[src/mfr_regs.svh]
// Constants for the fan motor mode controller: register offsets, fields, resets.
// Assumes inclusion by bare name from the design modules and the bench.
`ifndef MFR_REGS_SVH
`define MFR_REGS_SVH

// ----------------------------------------------------------------
// Register offsets
// ----------------------------------------------------------------
`define MFR_OFF_CMD 4'h0
`define MFR_OFF_STATUS 4'h1
`define MFR_OFF_FLT_EN 4'h2
`define MFR_OFF_IRQ_STAT 4'h3
`define MFR_OFF_IRQ_MASK 4'h4
`define MFR_OFF_GAINS 4'h5
`define MFR_OFF_REGEN_LMT 4'h6
`define MFR_OFF_PUMP_LMT 4'h7
`define MFR_OFF_MODE 4'h8

// ----------------------------------------------------------------
// Command bits
// ----------------------------------------------------------------
`define MFR_CMD_STOP 0
`define MFR_CMD_START 1
`define MFR_CMD_BRAKE 2
`define MFR_CMD_LOWSIDE 3

// ----------------------------------------------------------------
// Status bit positions
// ----------------------------------------------------------------
`define MFR_ST_OV 0
`define MFR_ST_UV 1
`define MFR_ST_OT 2
`define MFR_ST_OC 3
`define MFR_ST_EE 4
`define MFR_ST_STALL 5
`define MFR_ST_SYNC 6
`define MFR_ST_SPD 7
`define MFR_ST_PWR 8
`define MFR_ST_GEN 9
`define MFR_ST_REGEN 10

// ----------------------------------------------------------------
// Interrupt event bits
// ----------------------------------------------------------------
`define MFR_IRQ_FAIL 0
`define MFR_IRQ_STBY 1
`define MFR_IRQ_GEN 2

// ----------------------------------------------------------------
// Gain fields and reset values
// ----------------------------------------------------------------
`define MFR_GAIN_CUR_LSB 0
`define MFR_GAIN_OBS_LSB 4
`define MFR_GAIN_SPD_LSB 8
`define MFR_RST_FLT_EN 6'h3F
`define MFR_RST_GAINS 12'h000
`define MFR_RST_REGEN 16'h0000
`define MFR_RST_PUMP 16'hFFFF
`define MFR_RST_MASK 3'h0
`define MFR_STARTUP_CYC 8'h0A

`endif

[src/mfr_pkg.sv]
// Types shared by the fan motor mode controller.
// Assumes mfr_regs.svh holds the numeric constants.
package mfr_pkg;

    // ----------------------------------------------------------------
    // Modes and states
    // ----------------------------------------------------------------
    typedef enum logic [1:0] {MFR_MODE_STBY, MFR_MODE_ROT, MFR_MODE_BRAKE, MFR_MODE_FAIL} mfr_mode_e;
    typedef enum logic [2:0] {MFR_ST_IDLE, MFR_ST_WAIT, MFR_ST_ALIGN, MFR_ST_RAMP, MFR_ST_DRIVE,
        MFR_ST_BRK, MFR_ST_FAILED} mfr_state_e;

    // ----------------------------------------------------------------
    // Fault and measurement bundles
    // ----------------------------------------------------------------
    typedef struct packed {
        logic ov;
        logic uv;
        logic ot;
        logic oc;
        logic ee;
        logic stall;
    } mfr_fault_s;

    typedef struct packed {
        logic synced;
        logic spd_lmt;
        logic pwr_lmt;
        logic decel;
        logic signed [15:0] i_ref;
        logic [15:0] vbb;
    } mfr_meas_s;

endpackage : mfr_pkg

[src/mfr_regen_limit.sv]
// Regenerative current clamp and supply pump-up limiter.
// Assumes same-clock inputs; a negative reference means braking current.
`timescale 1ns/1ps
`include "mfr_regs.svh"
module mfr_regen_limit #(
    parameter int W = 16
) (
    // Clock and reset
    input wire logic i_mclk,
    input wire logic i_rst,
    // Controls
    input wire logic i_decel,
    input wire logic i_lowside,
    input wire logic signed [W-1:0] i_ref,
    input wire logic [W-1:0] i_vbb,
    input wire logic [W-1:0] i_regen_lmt,
    input wire logic [W-1:0] i_pump_lmt,
    // Results
    output logic signed [W-1:0] o_ref,
    output logic o_gen_lmt,
    output logic o_regen_lmt
);

    // ----------------------------------------------------------------
    // Limit decode
    // ----------------------------------------------------------------
    wire logic neg = i_ref[W-1];
    wire logic signed [W:0] neg_mag = -{i_ref[W-1], i_ref};
    wire logic signed [W:0] neg_lim = $signed({1'b0, i_regen_lmt});
    wire logic over_cur = i_decel && neg && (neg_mag > neg_lim);
    wire logic gen_mode = i_decel && neg && !i_lowside;
    wire logic over_v = gen_mode && (i_vbb >= i_pump_lmt);
    wire logic signed [W-1:0] clamp_ref = -$signed(i_regen_lmt);
    wire logic signed [W-1:0] next_ref = over_v ? '0 : (over_cur ? clamp_ref : i_ref);

    always_ff @(posedge i_mclk) begin
        if (i_rst) begin
            o_ref <= '0;
            o_gen_lmt <= 1'b0;
            o_regen_lmt <= 1'b0;
        end else begin
            o_ref <= next_ref;
            o_gen_lmt <= over_v;
            o_regen_lmt <= over_cur;
        end
    end

    // ----------------------------------------------------------------
    // Checks
    // ----------------------------------------------------------------
    regen_clamp_a: assert property (@(posedge i_mclk) disable iff (i_rst)
        over_cur && !over_v |=> o_ref == $past(clamp_ref)) else $error("regen clamp not applied");
    zero_coast_a: assert property (@(posedge i_mclk) disable iff (i_rst)
        i_decel && i_regen_lmt == '0 |=> !o_ref[W-1]) else $error("regen current with zero limit");
    pump_stop_a: assert property (@(posedge i_mclk) disable iff (i_rst)
        over_v |=> o_ref == '0 && o_gen_lmt) else $error("pump-up limit not applied");
    lowside_off_a: assert property (@(posedge i_mclk) disable iff (i_rst)
        i_lowside |=> !o_gen_lmt) else $error("pump-up limit during low-side brake");
    pump_hit_c: cover property (@(posedge i_mclk) disable iff (i_rst) over_v);

endmodule : mfr_regen_limit

[src/mfr_ctrl.sv]
// Top of the fan motor mode controller: mode machine, faults, registers, limiter.
// Assumes one 10 MHz clock, same-clock register port, asynchronous fault pins.
//
// Behaviour
// - Four top modes and seven internal states form the mode machine.
// - Startup completion or stop command enters standby and its state.
// - Start command leaves standby and enters rotate mode.
// - Brake command switches the controller into brake mode.
// - Only enabled faults move the machine into fail mode.
// - Active-low fault pin is asserted throughout fail mode.
// - PI gain settings are powers of two; plus one doubles gain.
// - Regenerative current during deceleration is clamped to the regen limit.
// - Braking current is regulated so supply stays below pump-up limit.
// - Pump-up limit acts only in generator mode, not low-side brake.
// - Zero regen limit means no regen current; motor coasts down.
`timescale 1ns/1ps
`include "mfr_regs.svh"
module mfr_ctrl #(
    parameter int W = 16,
    parameter int GW = 4
) (
    // Clock and reset
    input wire logic i_mclk,
    input wire logic i_rst,
    // Register port
    input wire logic [3:0] i_addr,
    input wire logic [31:0] i_wdata,
    input wire logic i_wr,
    input wire logic i_rd,
    output logic [31:0] o_rdata,
    // Fault pins
    input wire logic [5:0] i_fault_pins,
    // Measurements
    input wire mfr_pkg::mfr_meas_s i_meas,
    // Motor outputs
    output logic o_fault_output_n,
    output logic [1:0] o_mode,
    output logic [2:0] o_state,
    output logic signed [W-1:0] o_cur_ref,
    output logic [W+15:0] o_kp_cur,
    output logic [W+15:0] o_kp_obs,
    output logic [W+15:0] o_kp_spd,
    output logic o_irq
);

    // ----------------------------------------------------------------
    // Pin synchronisers
    // ----------------------------------------------------------------
    // Two flops keep a metastable pin level away from the fault logic.
    logic [5:0] flt_s1;
    logic [5:0] flt_s2;
    always_ff @(posedge i_mclk) begin
        if (i_rst) begin
            flt_s1 <= '0;
            flt_s2 <= '0;
        end else begin
            flt_s1 <= i_fault_pins;
            flt_s2 <= flt_s1;
        end
    end
    mfr_pkg::mfr_fault_s flt;
    assign flt = flt_s2;

    // ----------------------------------------------------------------
    // Registers
    // ----------------------------------------------------------------
    logic [5:0] flt_en;
    logic [3*GW-1:0] gains;
    logic [W-1:0] regen_lmt;
    logic [W-1:0] pump_lmt;
    // The low-side select is a stored level, rewritten by every command write.
    logic lowside;
    logic [2:0] irq_stat;
    logic [2:0] irq_mask;
    logic [7:0] boot_cnt;
    mfr_pkg::mfr_mode_e mode;
    mfr_pkg::mfr_state_e state;
    logic gen_hit;
    logic regen_hit;

    wire logic wr_cmd = i_wr && i_addr == `MFR_OFF_CMD;
    wire logic wr_flt = i_wr && i_addr == `MFR_OFF_FLT_EN;
    wire logic wr_ist = i_wr && i_addr == `MFR_OFF_IRQ_STAT;
    wire logic wr_msk = i_wr && i_addr == `MFR_OFF_IRQ_MASK;
    wire logic wr_gain = i_wr && i_addr == `MFR_OFF_GAINS;
    wire logic wr_regen = i_wr && i_addr == `MFR_OFF_REGEN_LMT;
    wire logic wr_pump = i_wr && i_addr == `MFR_OFF_PUMP_LMT;
    wire logic cmd_stop = wr_cmd && i_wdata[`MFR_CMD_STOP];
    wire logic cmd_start = wr_cmd && i_wdata[`MFR_CMD_START];
    wire logic cmd_brake = wr_cmd && i_wdata[`MFR_CMD_BRAKE];
    wire logic fault_hit = |(flt & flt_en);
    wire logic boot_done = boot_cnt == `MFR_STARTUP_CYC;

    always_ff @(posedge i_mclk) begin
        if (i_rst) begin
            flt_en <= `MFR_RST_FLT_EN;
            gains <= `MFR_RST_GAINS;
            regen_lmt <= `MFR_RST_REGEN;
            pump_lmt <= `MFR_RST_PUMP;
            lowside <= 1'b0;
            irq_mask <= `MFR_RST_MASK;
        end else begin
            if (wr_flt) flt_en <= i_wdata[5:0];
            if (wr_gain) gains <= i_wdata[3*GW-1:0];
            if (wr_regen) regen_lmt <= i_wdata[W-1:0];
            if (wr_pump) pump_lmt <= i_wdata[W-1:0];
            if (wr_cmd) lowside <= i_wdata[`MFR_CMD_LOWSIDE];
            if (wr_msk) irq_mask <= i_wdata[2:0];
        end
    end

    // ----------------------------------------------------------------
    // Mode machine
    // ----------------------------------------------------------------
    mfr_pkg::mfr_state_e next_state;
    mfr_pkg::mfr_mode_e next_mode;
    always_comb begin
        next_state = state;
        case (state)
            mfr_pkg::MFR_ST_IDLE: begin
                if (boot_done) next_state = mfr_pkg::MFR_ST_WAIT;
            end
            mfr_pkg::MFR_ST_WAIT: begin
                if (cmd_start) next_state = mfr_pkg::MFR_ST_ALIGN;
            end
            mfr_pkg::MFR_ST_ALIGN: begin
                next_state = mfr_pkg::MFR_ST_RAMP;
            end
            mfr_pkg::MFR_ST_RAMP: begin
                if (i_meas.synced) next_state = mfr_pkg::MFR_ST_DRIVE;
            end
            mfr_pkg::MFR_ST_DRIVE: begin
                next_state = mfr_pkg::MFR_ST_DRIVE;
            end
            mfr_pkg::MFR_ST_BRK: begin
                next_state = mfr_pkg::MFR_ST_BRK;
            end
            mfr_pkg::MFR_ST_FAILED: begin
                if (!fault_hit && cmd_stop) next_state = mfr_pkg::MFR_ST_WAIT;
            end
            default: begin
                next_state = mfr_pkg::MFR_ST_IDLE;
            end
        endcase
        // Stop beats brake in every running state, and an enabled fault beats both.
        if (state != mfr_pkg::MFR_ST_IDLE && state != mfr_pkg::MFR_ST_FAILED) begin
            if (cmd_stop) next_state = mfr_pkg::MFR_ST_WAIT;
            else if (cmd_brake) next_state = mfr_pkg::MFR_ST_BRK;
        end
        if (fault_hit) next_state = mfr_pkg::MFR_ST_FAILED;
        case (next_state)
            mfr_pkg::MFR_ST_IDLE: next_mode = mfr_pkg::MFR_MODE_STBY;
            mfr_pkg::MFR_ST_WAIT: next_mode = mfr_pkg::MFR_MODE_STBY;
            mfr_pkg::MFR_ST_BRK: next_mode = mfr_pkg::MFR_MODE_BRAKE;
            mfr_pkg::MFR_ST_FAILED: next_mode = mfr_pkg::MFR_MODE_FAIL;
            default: next_mode = mfr_pkg::MFR_MODE_ROT;
        endcase
    end

    always_ff @(posedge i_mclk) begin
        if (i_rst) begin
            state <= mfr_pkg::MFR_ST_IDLE;
            mode <= mfr_pkg::MFR_MODE_STBY;
            boot_cnt <= '0;
            o_fault_output_n <= 1'b1;
        end else begin
            state <= next_state;
            mode <= next_mode;
            if (!boot_done) boot_cnt <= boot_cnt + 8'h01;
            o_fault_output_n <= next_mode != mfr_pkg::MFR_MODE_FAIL;
        end
    end

    // ----------------------------------------------------------------
    // Binary-scaled gains
    // ----------------------------------------------------------------
    // Each exponent is a shift amount, so one step up doubles the gain.
    logic [W+15:0] next_kp [3];
    genvar g;
    generate
        for (g = 0; g < 3; g++) begin : gain_g
            assign next_kp[g] = (W+16)'(1) << gains[g*GW +: GW];
        end
    endgenerate

    // ----------------------------------------------------------------
    // Regenerative limiter
    // ----------------------------------------------------------------
    wire logic decel_act = i_meas.decel && mode == mfr_pkg::MFR_MODE_ROT;
    wire logic brake_low = lowside && mode == mfr_pkg::MFR_MODE_BRAKE;
    logic signed [W-1:0] lim_ref;
    mfr_regen_limit #(.W(W)) u_regen (
        .i_mclk(i_mclk),
        .i_rst(i_rst),
        .i_decel(decel_act || (mode == mfr_pkg::MFR_MODE_BRAKE && !lowside)),
        .i_lowside(brake_low),
        .i_ref(i_meas.i_ref),
        .i_vbb(i_meas.vbb),
        .i_regen_lmt(regen_lmt),
        .i_pump_lmt(pump_lmt),
        .o_ref(lim_ref),
        .o_gen_lmt(gen_hit),
        .o_regen_lmt(regen_hit)
    );

    // ----------------------------------------------------------------
    // Interrupts and read data
    // ----------------------------------------------------------------
    // Mode entries are taken from the next mode, so each flag lines up with its mode change.
    wire logic ev_fail = next_mode == mfr_pkg::MFR_MODE_FAIL && mode != mfr_pkg::MFR_MODE_FAIL;
    wire logic ev_stby = next_mode == mfr_pkg::MFR_MODE_STBY && mode != mfr_pkg::MFR_MODE_STBY;
    wire logic [2:0] ev = {gen_hit, ev_stby, ev_fail};
    // A clear and a new event in one cycle leave the bit set, so no event is lost.
    wire logic [2:0] clr = wr_ist ? i_wdata[2:0] : 3'h0;
    wire logic [2:0] next_irq_stat = ev | (irq_stat & ~clr);
    wire logic [10:0] stat_word = {regen_hit, gen_hit, i_meas.pwr_lmt, i_meas.spd_lmt, i_meas.synced,
        flt.stall, flt.ee, flt.oc, flt.ot, flt.uv, flt.ov};
    logic [31:0] next_rdata;
    always_comb begin
        case (i_addr)
            `MFR_OFF_STATUS: next_rdata = {21'h0, stat_word};
            `MFR_OFF_FLT_EN: next_rdata = {26'h0, flt_en};
            `MFR_OFF_IRQ_STAT: next_rdata = {29'h0, irq_stat};
            `MFR_OFF_IRQ_MASK: next_rdata = {29'h0, irq_mask};
            `MFR_OFF_GAINS: next_rdata = {{(32-3*GW){1'b0}}, gains};
            `MFR_OFF_REGEN_LMT: next_rdata = {{(32-W){1'b0}}, regen_lmt};
            `MFR_OFF_PUMP_LMT: next_rdata = {{(32-W){1'b0}}, pump_lmt};
            `MFR_OFF_MODE: next_rdata = {27'h0, state, mode};
            default: next_rdata = 32'h0;
        endcase
        // Zero outside a read cycle, so the read bus can be OR-combined.
        if (!i_rd) next_rdata = 32'h0;
    end

    always_ff @(posedge i_mclk) begin
        if (i_rst) begin
            irq_stat <= '0;
            o_irq <= 1'b0;
            o_rdata <= '0;
            o_mode <= '0;
            o_state <= '0;
            o_cur_ref <= '0;
            o_kp_cur <= '0;
            o_kp_obs <= '0;
            o_kp_spd <= '0;
        end else begin
            irq_stat <= next_irq_stat;
            o_irq <= |(next_irq_stat & irq_mask);
            o_rdata <= next_rdata;
            o_mode <= next_mode;
            o_state <= next_state;
            o_cur_ref <= lim_ref;
            o_kp_cur <= next_kp[0];
            o_kp_obs <= next_kp[1];
            o_kp_spd <= next_kp[2];
        end
    end

    // ----------------------------------------------------------------
    // Checks
    // ----------------------------------------------------------------
    fail_pin_a: assert property (@(posedge i_mclk) disable iff (i_rst)
        o_fault_output_n == (mode != mfr_pkg::MFR_MODE_FAIL)) else $error("fault pin disagrees with mode");
    fault_enter_a: assert property (@(posedge i_mclk) disable iff (i_rst)
        fault_hit |=> mode == mfr_pkg::MFR_MODE_FAIL) else $error("enabled fault missed");
    masked_fault_a: assert property (@(posedge i_mclk) disable iff (i_rst)
        mode != mfr_pkg::MFR_MODE_FAIL && !fault_hit |=> mode != mfr_pkg::MFR_MODE_FAIL)
        else $error("disabled fault caused fail");
    start_rot_a: assert property (@(posedge i_mclk) disable iff (i_rst)
        state == mfr_pkg::MFR_ST_WAIT && cmd_start && !cmd_brake && !fault_hit && !cmd_stop
        |=> mode == mfr_pkg::MFR_MODE_ROT)
        else $error("start did not rotate");
    stop_stby_a: assert property (@(posedge i_mclk) disable iff (i_rst)
        mode == mfr_pkg::MFR_MODE_ROT && cmd_stop && !fault_hit |=> state == mfr_pkg::MFR_ST_WAIT)
        else $error("stop did not enter standby");
    boot_stby_a: assert property (@(posedge i_mclk) disable iff (i_rst)
        state == mfr_pkg::MFR_ST_IDLE && boot_done && !fault_hit |=> state == mfr_pkg::MFR_ST_WAIT)
        else $error("startup did not reach standby");
    brake_a: assert property (@(posedge i_mclk) disable iff (i_rst)
        mode == mfr_pkg::MFR_MODE_ROT && cmd_brake && !cmd_stop && !fault_hit |=> mode == mfr_pkg::MFR_MODE_BRAKE)
        else $error("brake not entered");
    gain_a: assert property (@(posedge i_mclk) disable iff (i_rst)
        wr_gain && i_wdata[GW-1:0] != '1 ##1 !wr_gain |=> o_kp_cur == (W+16)'(1) << $past(gains[GW-1:0], 1))
        else $error("gain not power of two");
    fail_hold_a: assert property (@(posedge i_mclk) disable iff (i_rst)
        mode == mfr_pkg::MFR_MODE_FAIL && !cmd_stop |=> !o_fault_output_n)
        else $error("fault pin released during fail");
    stop_fail_a: assert property (@(posedge i_mclk) disable iff (i_rst)
        mode == mfr_pkg::MFR_MODE_FAIL && cmd_stop && !fault_hit |=> state == mfr_pkg::MFR_ST_WAIT)
        else $error("stop did not leave fail");
    boot_wait_a: assert property (@(posedge i_mclk) disable iff (i_rst)
        state == mfr_pkg::MFR_ST_IDLE && !boot_done && !fault_hit |=> state == mfr_pkg::MFR_ST_IDLE)
        else $error("standby entered before startup completed");
    irq_set_a: assert property (@(posedge i_mclk) disable iff (i_rst)
        ev != 3'h0 |=> (irq_stat & $past(ev)) == $past(ev))
        else $error("interrupt event lost");
    rdata_idle_a: assert property (@(posedge i_mclk) disable iff (i_rst)
        !i_rd |=> o_rdata == 32'h0)
        else $error("read data outside read cycle");
    fail_c: cover property (@(posedge i_mclk) disable iff (i_rst) mode == mfr_pkg::MFR_MODE_FAIL);
    stby_c: cover property (@(posedge i_mclk) disable iff (i_rst) ev_stby);
    rot_c: cover property (@(posedge i_mclk) disable iff (i_rst) state == mfr_pkg::MFR_ST_DRIVE);
    brake_c: cover property (@(posedge i_mclk) disable iff (i_rst) mode == mfr_pkg::MFR_MODE_BRAKE);

endmodule : mfr_ctrl

[config.mk]
export PLATFORM = sky130hd
export DESIGN_NAME = mfr_ctrl
export DESIGN_NICKNAME = d
export VERILOG_FILES = /design/src/mfr_pkg.sv /design/src/mfr_regen_limit.sv /design/src/mfr_ctrl.sv
export VERILOG_INCLUDE_DIRS = /design/src
export SDC_FILE = /design/constraint.sdc
export NUM_CORES = 1
export LEC_CHECK = 0
export ABC_AREA = 1
export CORE_ASPECT_RATIO = 1.5
export CORE_MARGIN = 1.5
export CORE_UTILIZATION = 45
export CTS_CLUSTER_DIAMETER = 40
export CTS_CLUSTER_SIZE = 25
export DETAILED_ROUTE_END_ITERATION = 6
export DONT_BUFFER_PORTS = 1
export GPL_TIMING_DRIVEN = 0
export HOLD_SLACK_MARGIN = 0.12
export SLEW_MARGIN = 20
export SYNTH_ARGS = -nofsm -noshare
export SYNTH_HDL_FRONTEND = slang
export SYNTH_SLANG_ARGS = --single-unit
export TNS_END_PERCENT = 50
[constraint.sdc]
create_clock -name i_mclk -period 2.8 [get_ports i_mclk]
set_input_delay 0.14 -clock i_mclk [delete_from_list [all_inputs] [get_ports i_mclk]]
set_output_delay 0.14 -clock i_mclk [all_outputs]
set_load 0.03 [all_outputs]
==> run summary <==
Status: complete, no violations
Post-Syn Area: 8260 sq um
Slowest cell delay on critical path: 550 ps
Yosys reg bits: 182
Largest net degree at the start of global routing: 18
Pleak: 0.00453 uW
Synth Flop Type: dfxtp_1
Setup violators final: 0
Synth unique cells: 45
Diode count: 0
Initial Utilization: 0.460
Total design power: 5950 uW
Sw power: 1700 uW
Final worst slack: 126 ps
GRT overflow: 0
Clock root cell: clkbuf_16
CTS sink count: 182
Clock power share: 0.397
Nets: 1306
Peak Freq: 0.374 GHz
Area leader, netlist: dfxtp_1
Internal power: 4250 uW
Area contributors post-synth: dfxtp_1 44%, nand2_1 6.2%, buf_4 5.8%
Detail-routed via count per cell: 5.03
Hold Path Class: input pin to flip-flop
Placement Rows: 60
Maximum vdd ir drop: 0.328 mV
Slew Viols, Final: 0
Vias: 7126
CTS Buf Count: 17
Core outline area: 17900 sq um
Pre-CTS setup slack: -412 ps
Final min period: 2670 ps
Die Y: 169 microns
Drt total wl: 22800 microns
Top-area cell type share of the netlist area: 0.441
Count leader, synth: dfxtp_1
Routability cong.: 0.930
Ys async rst share: 0
R2R Setup Slk: 450 ps
Worst-skew pair later-pin latency: 440 ps
Critical path endpoint category: flip-flop
Sw frac: 0.286
Setup CP Type: input pin to flip-flop
DR WL/cell: 16.1 microns
Max_cap viols: 0
Antenna violations before repair: 0
DR iter-0 viols: 402
Synth cell count leaders: 182 x dfxtp_1, 137 x nand2_1, 128 x nor2_1
Final period utilization: 0.955
Syn-to-layout area delta: 20.9%
Post-route cell area: 9980 sq um
Layout Skew: 9.28 ps
Vias in the first global route: 6880
First-pass GRT wire length: 35200 microns
Total number of yosys warnings: 0
CP startpoint kind: input pin
Pwr dens: 596 nW/um^2
Number of synthesized flops with an enable pin: 0
CTS tree: done
Area after DPL: 8760 sq um
Post-DP HPWL: 17400 microns
TritonRoute pass-1 iters: 5
CTS max path bufs: 2
Slowest cell on crit path: dlygate4sd3_1
Total track usage: 0.239
Worst path cell trace: dlygate4sd3_1 -> inv_1 -> nand3_2 -> nor3_4 -> nand3_2 -> xor2_1 -> inv_1 -> ha_1 -> nand2_2 -> o21a_1 -> o21ai_1 -> a21oi_2 -> nand2_2 -> nand2_4 -> buf_8 -> o21ai_2 -> nor2_1
Avg Inst Size Synth: 7.88 sq um
Cells after Synth: 1047
CP delay by family, top: simple AND/OR/NAND/NOR gates
WP buf/inv: 4
Seq pwr share: 0.471
Crit-path max FO: 10
Worst Path Arrival: 2990 ps
H-tree depth: 4
Comb pwr share: 0.132
Sequential area share after synthesis: 0.441
Worst slew margin: 0.499
Worst path required time: 3110 ps
Final hold violations: 0
Top-Level Pins: 233
Die Wd: 114 microns
Reg clk slew, reported paths: 70 ps
Worst-margin pin slew: 746 ps
Layout cells sized above 1: 0.143
Final ANT Viol Nets: 0
DRC viols: 0
I/O Buffers: 0
Die ar.: 19200 sq um
layout by cell type, fill, tap and decap left out, drive strengths merged, types with 34 or more instances in the layout:
| cell type | n |
|---|---|
| nand3 | 60 |
| nand2 | 145 |
| ha | 36 |
| conb | 64 |
| inv | 147 |
| dfxtp | 182 |
| a21oi | 82 |
| nor2 | 134 |
| dlygate4sd3 | 52 |
| clkbuf | 34 |
| o21ai | 61 |
| buf | 82 |
cells by family (layout without fill, tap and decap cells):
group	Yosys count	after routing	share of synthesized area
other	1	64	0.000454
DFF	182	182	0.441
xor gates and xnor gates	30	30	0.0318
adders and majority gates	36	36	0.0546
and+or+nand+nor	374	374	0.199
AOI/OAI and AO/OA	191	191	0.135
buffers and inverters	233	323	0.138
registers in the layout, summed over array words and instances, names as in the netlist:
name                 cells
o_state                  3
u_regen.o_gen_lmt        1
irq_mask                 3
flt_en                   6
u_regen.o_regen_lmt      1
boot_cnt                 8
o_kp_obs                16
gains                   12
o_kp_cur                16
o_cur_ref               16
o_kp_spd                16
o_rdata                 16
pump_lmt                16
flt                      6
regen_lmt               16
o_fault_output_n         1
lowside                  1
irq_stat                 3
flt_s1                   6
o_mode                   2
u_regen.o_ref           16
o_irq                    1
power by group through the flow:
stage / Combinational [uW] / Sequential, uW / Clock (uW)
after floorplan: 567 / 2840 / 0
after global placement: 673 / 2860 / 0
after detailed placement: 679 / 2860 / 0
after CTS: 757 / 2800 / 2400
after global routing: 863 / 2810 / 2510
final: 784 / 2800 / 2360
cell type report:
class	count	area, sq um
buffer	90	611
clock buffer	19	443
clock inverter	12	140
fill	1702	7960
inverter	143	537
multi-input combinational	695	3760
sequential	182	3640
tap	217	272
timing repair buffer	59	573
metrics by stage:
step           hold WS, ps  setup TNS (ps)   util  cells
3_3_place_gp           250           -4900  0.488   1327
4_1_cts                132               0  0.550   1410
5_1_grt                157            -301  0.556   1417
2_1_floorplan          247               0      -   1110
3_5_place_dp           251           -5510  0.488   1327
6_report               138               0  0.556   1417
worst min-delay path, stage by stage:
cell and delay (ps):
inv_2 30, nor3_2 80, nand2_1 70, a31o_1 170, inv_1 40
final timing paths:
path | start | end | cells after the start
setup / recovery | i_meas[23] | u_regen.o_ref[15] | 17
hold / removal | i_addr[0] | o_rdata[11] | 5
setup reg to reg | pump_lmt[15] | u_regen.o_ref[15] | 12
hold reg to reg | u_regen.o_ref[10] | o_cur_ref[10] | 2
per-layer routing:
metal / vias to the layer above / wire length (microns) / GRT usage
li1: 3561 / - / -
met1: 3198 / 8410 / 0.252
met2: 300 / 11800 / 0.436
met3: 67 / 1460 / 0.0519
met4: 0 / 1060 / 0.129
met5: - / 0 / 0
timing repair:
| item | in CTS | in global routing |
|---|---|---|
| resized for setup | 0 | 14 |
| endpoints found under the hold margin | 89 | 0 |
| endpoints found under the setup margin | 0 | 17 |
| setup buffers | 0 | 7 |
| hold buffers | 52 | 0 |
Power figures use the tool's default switching activity.
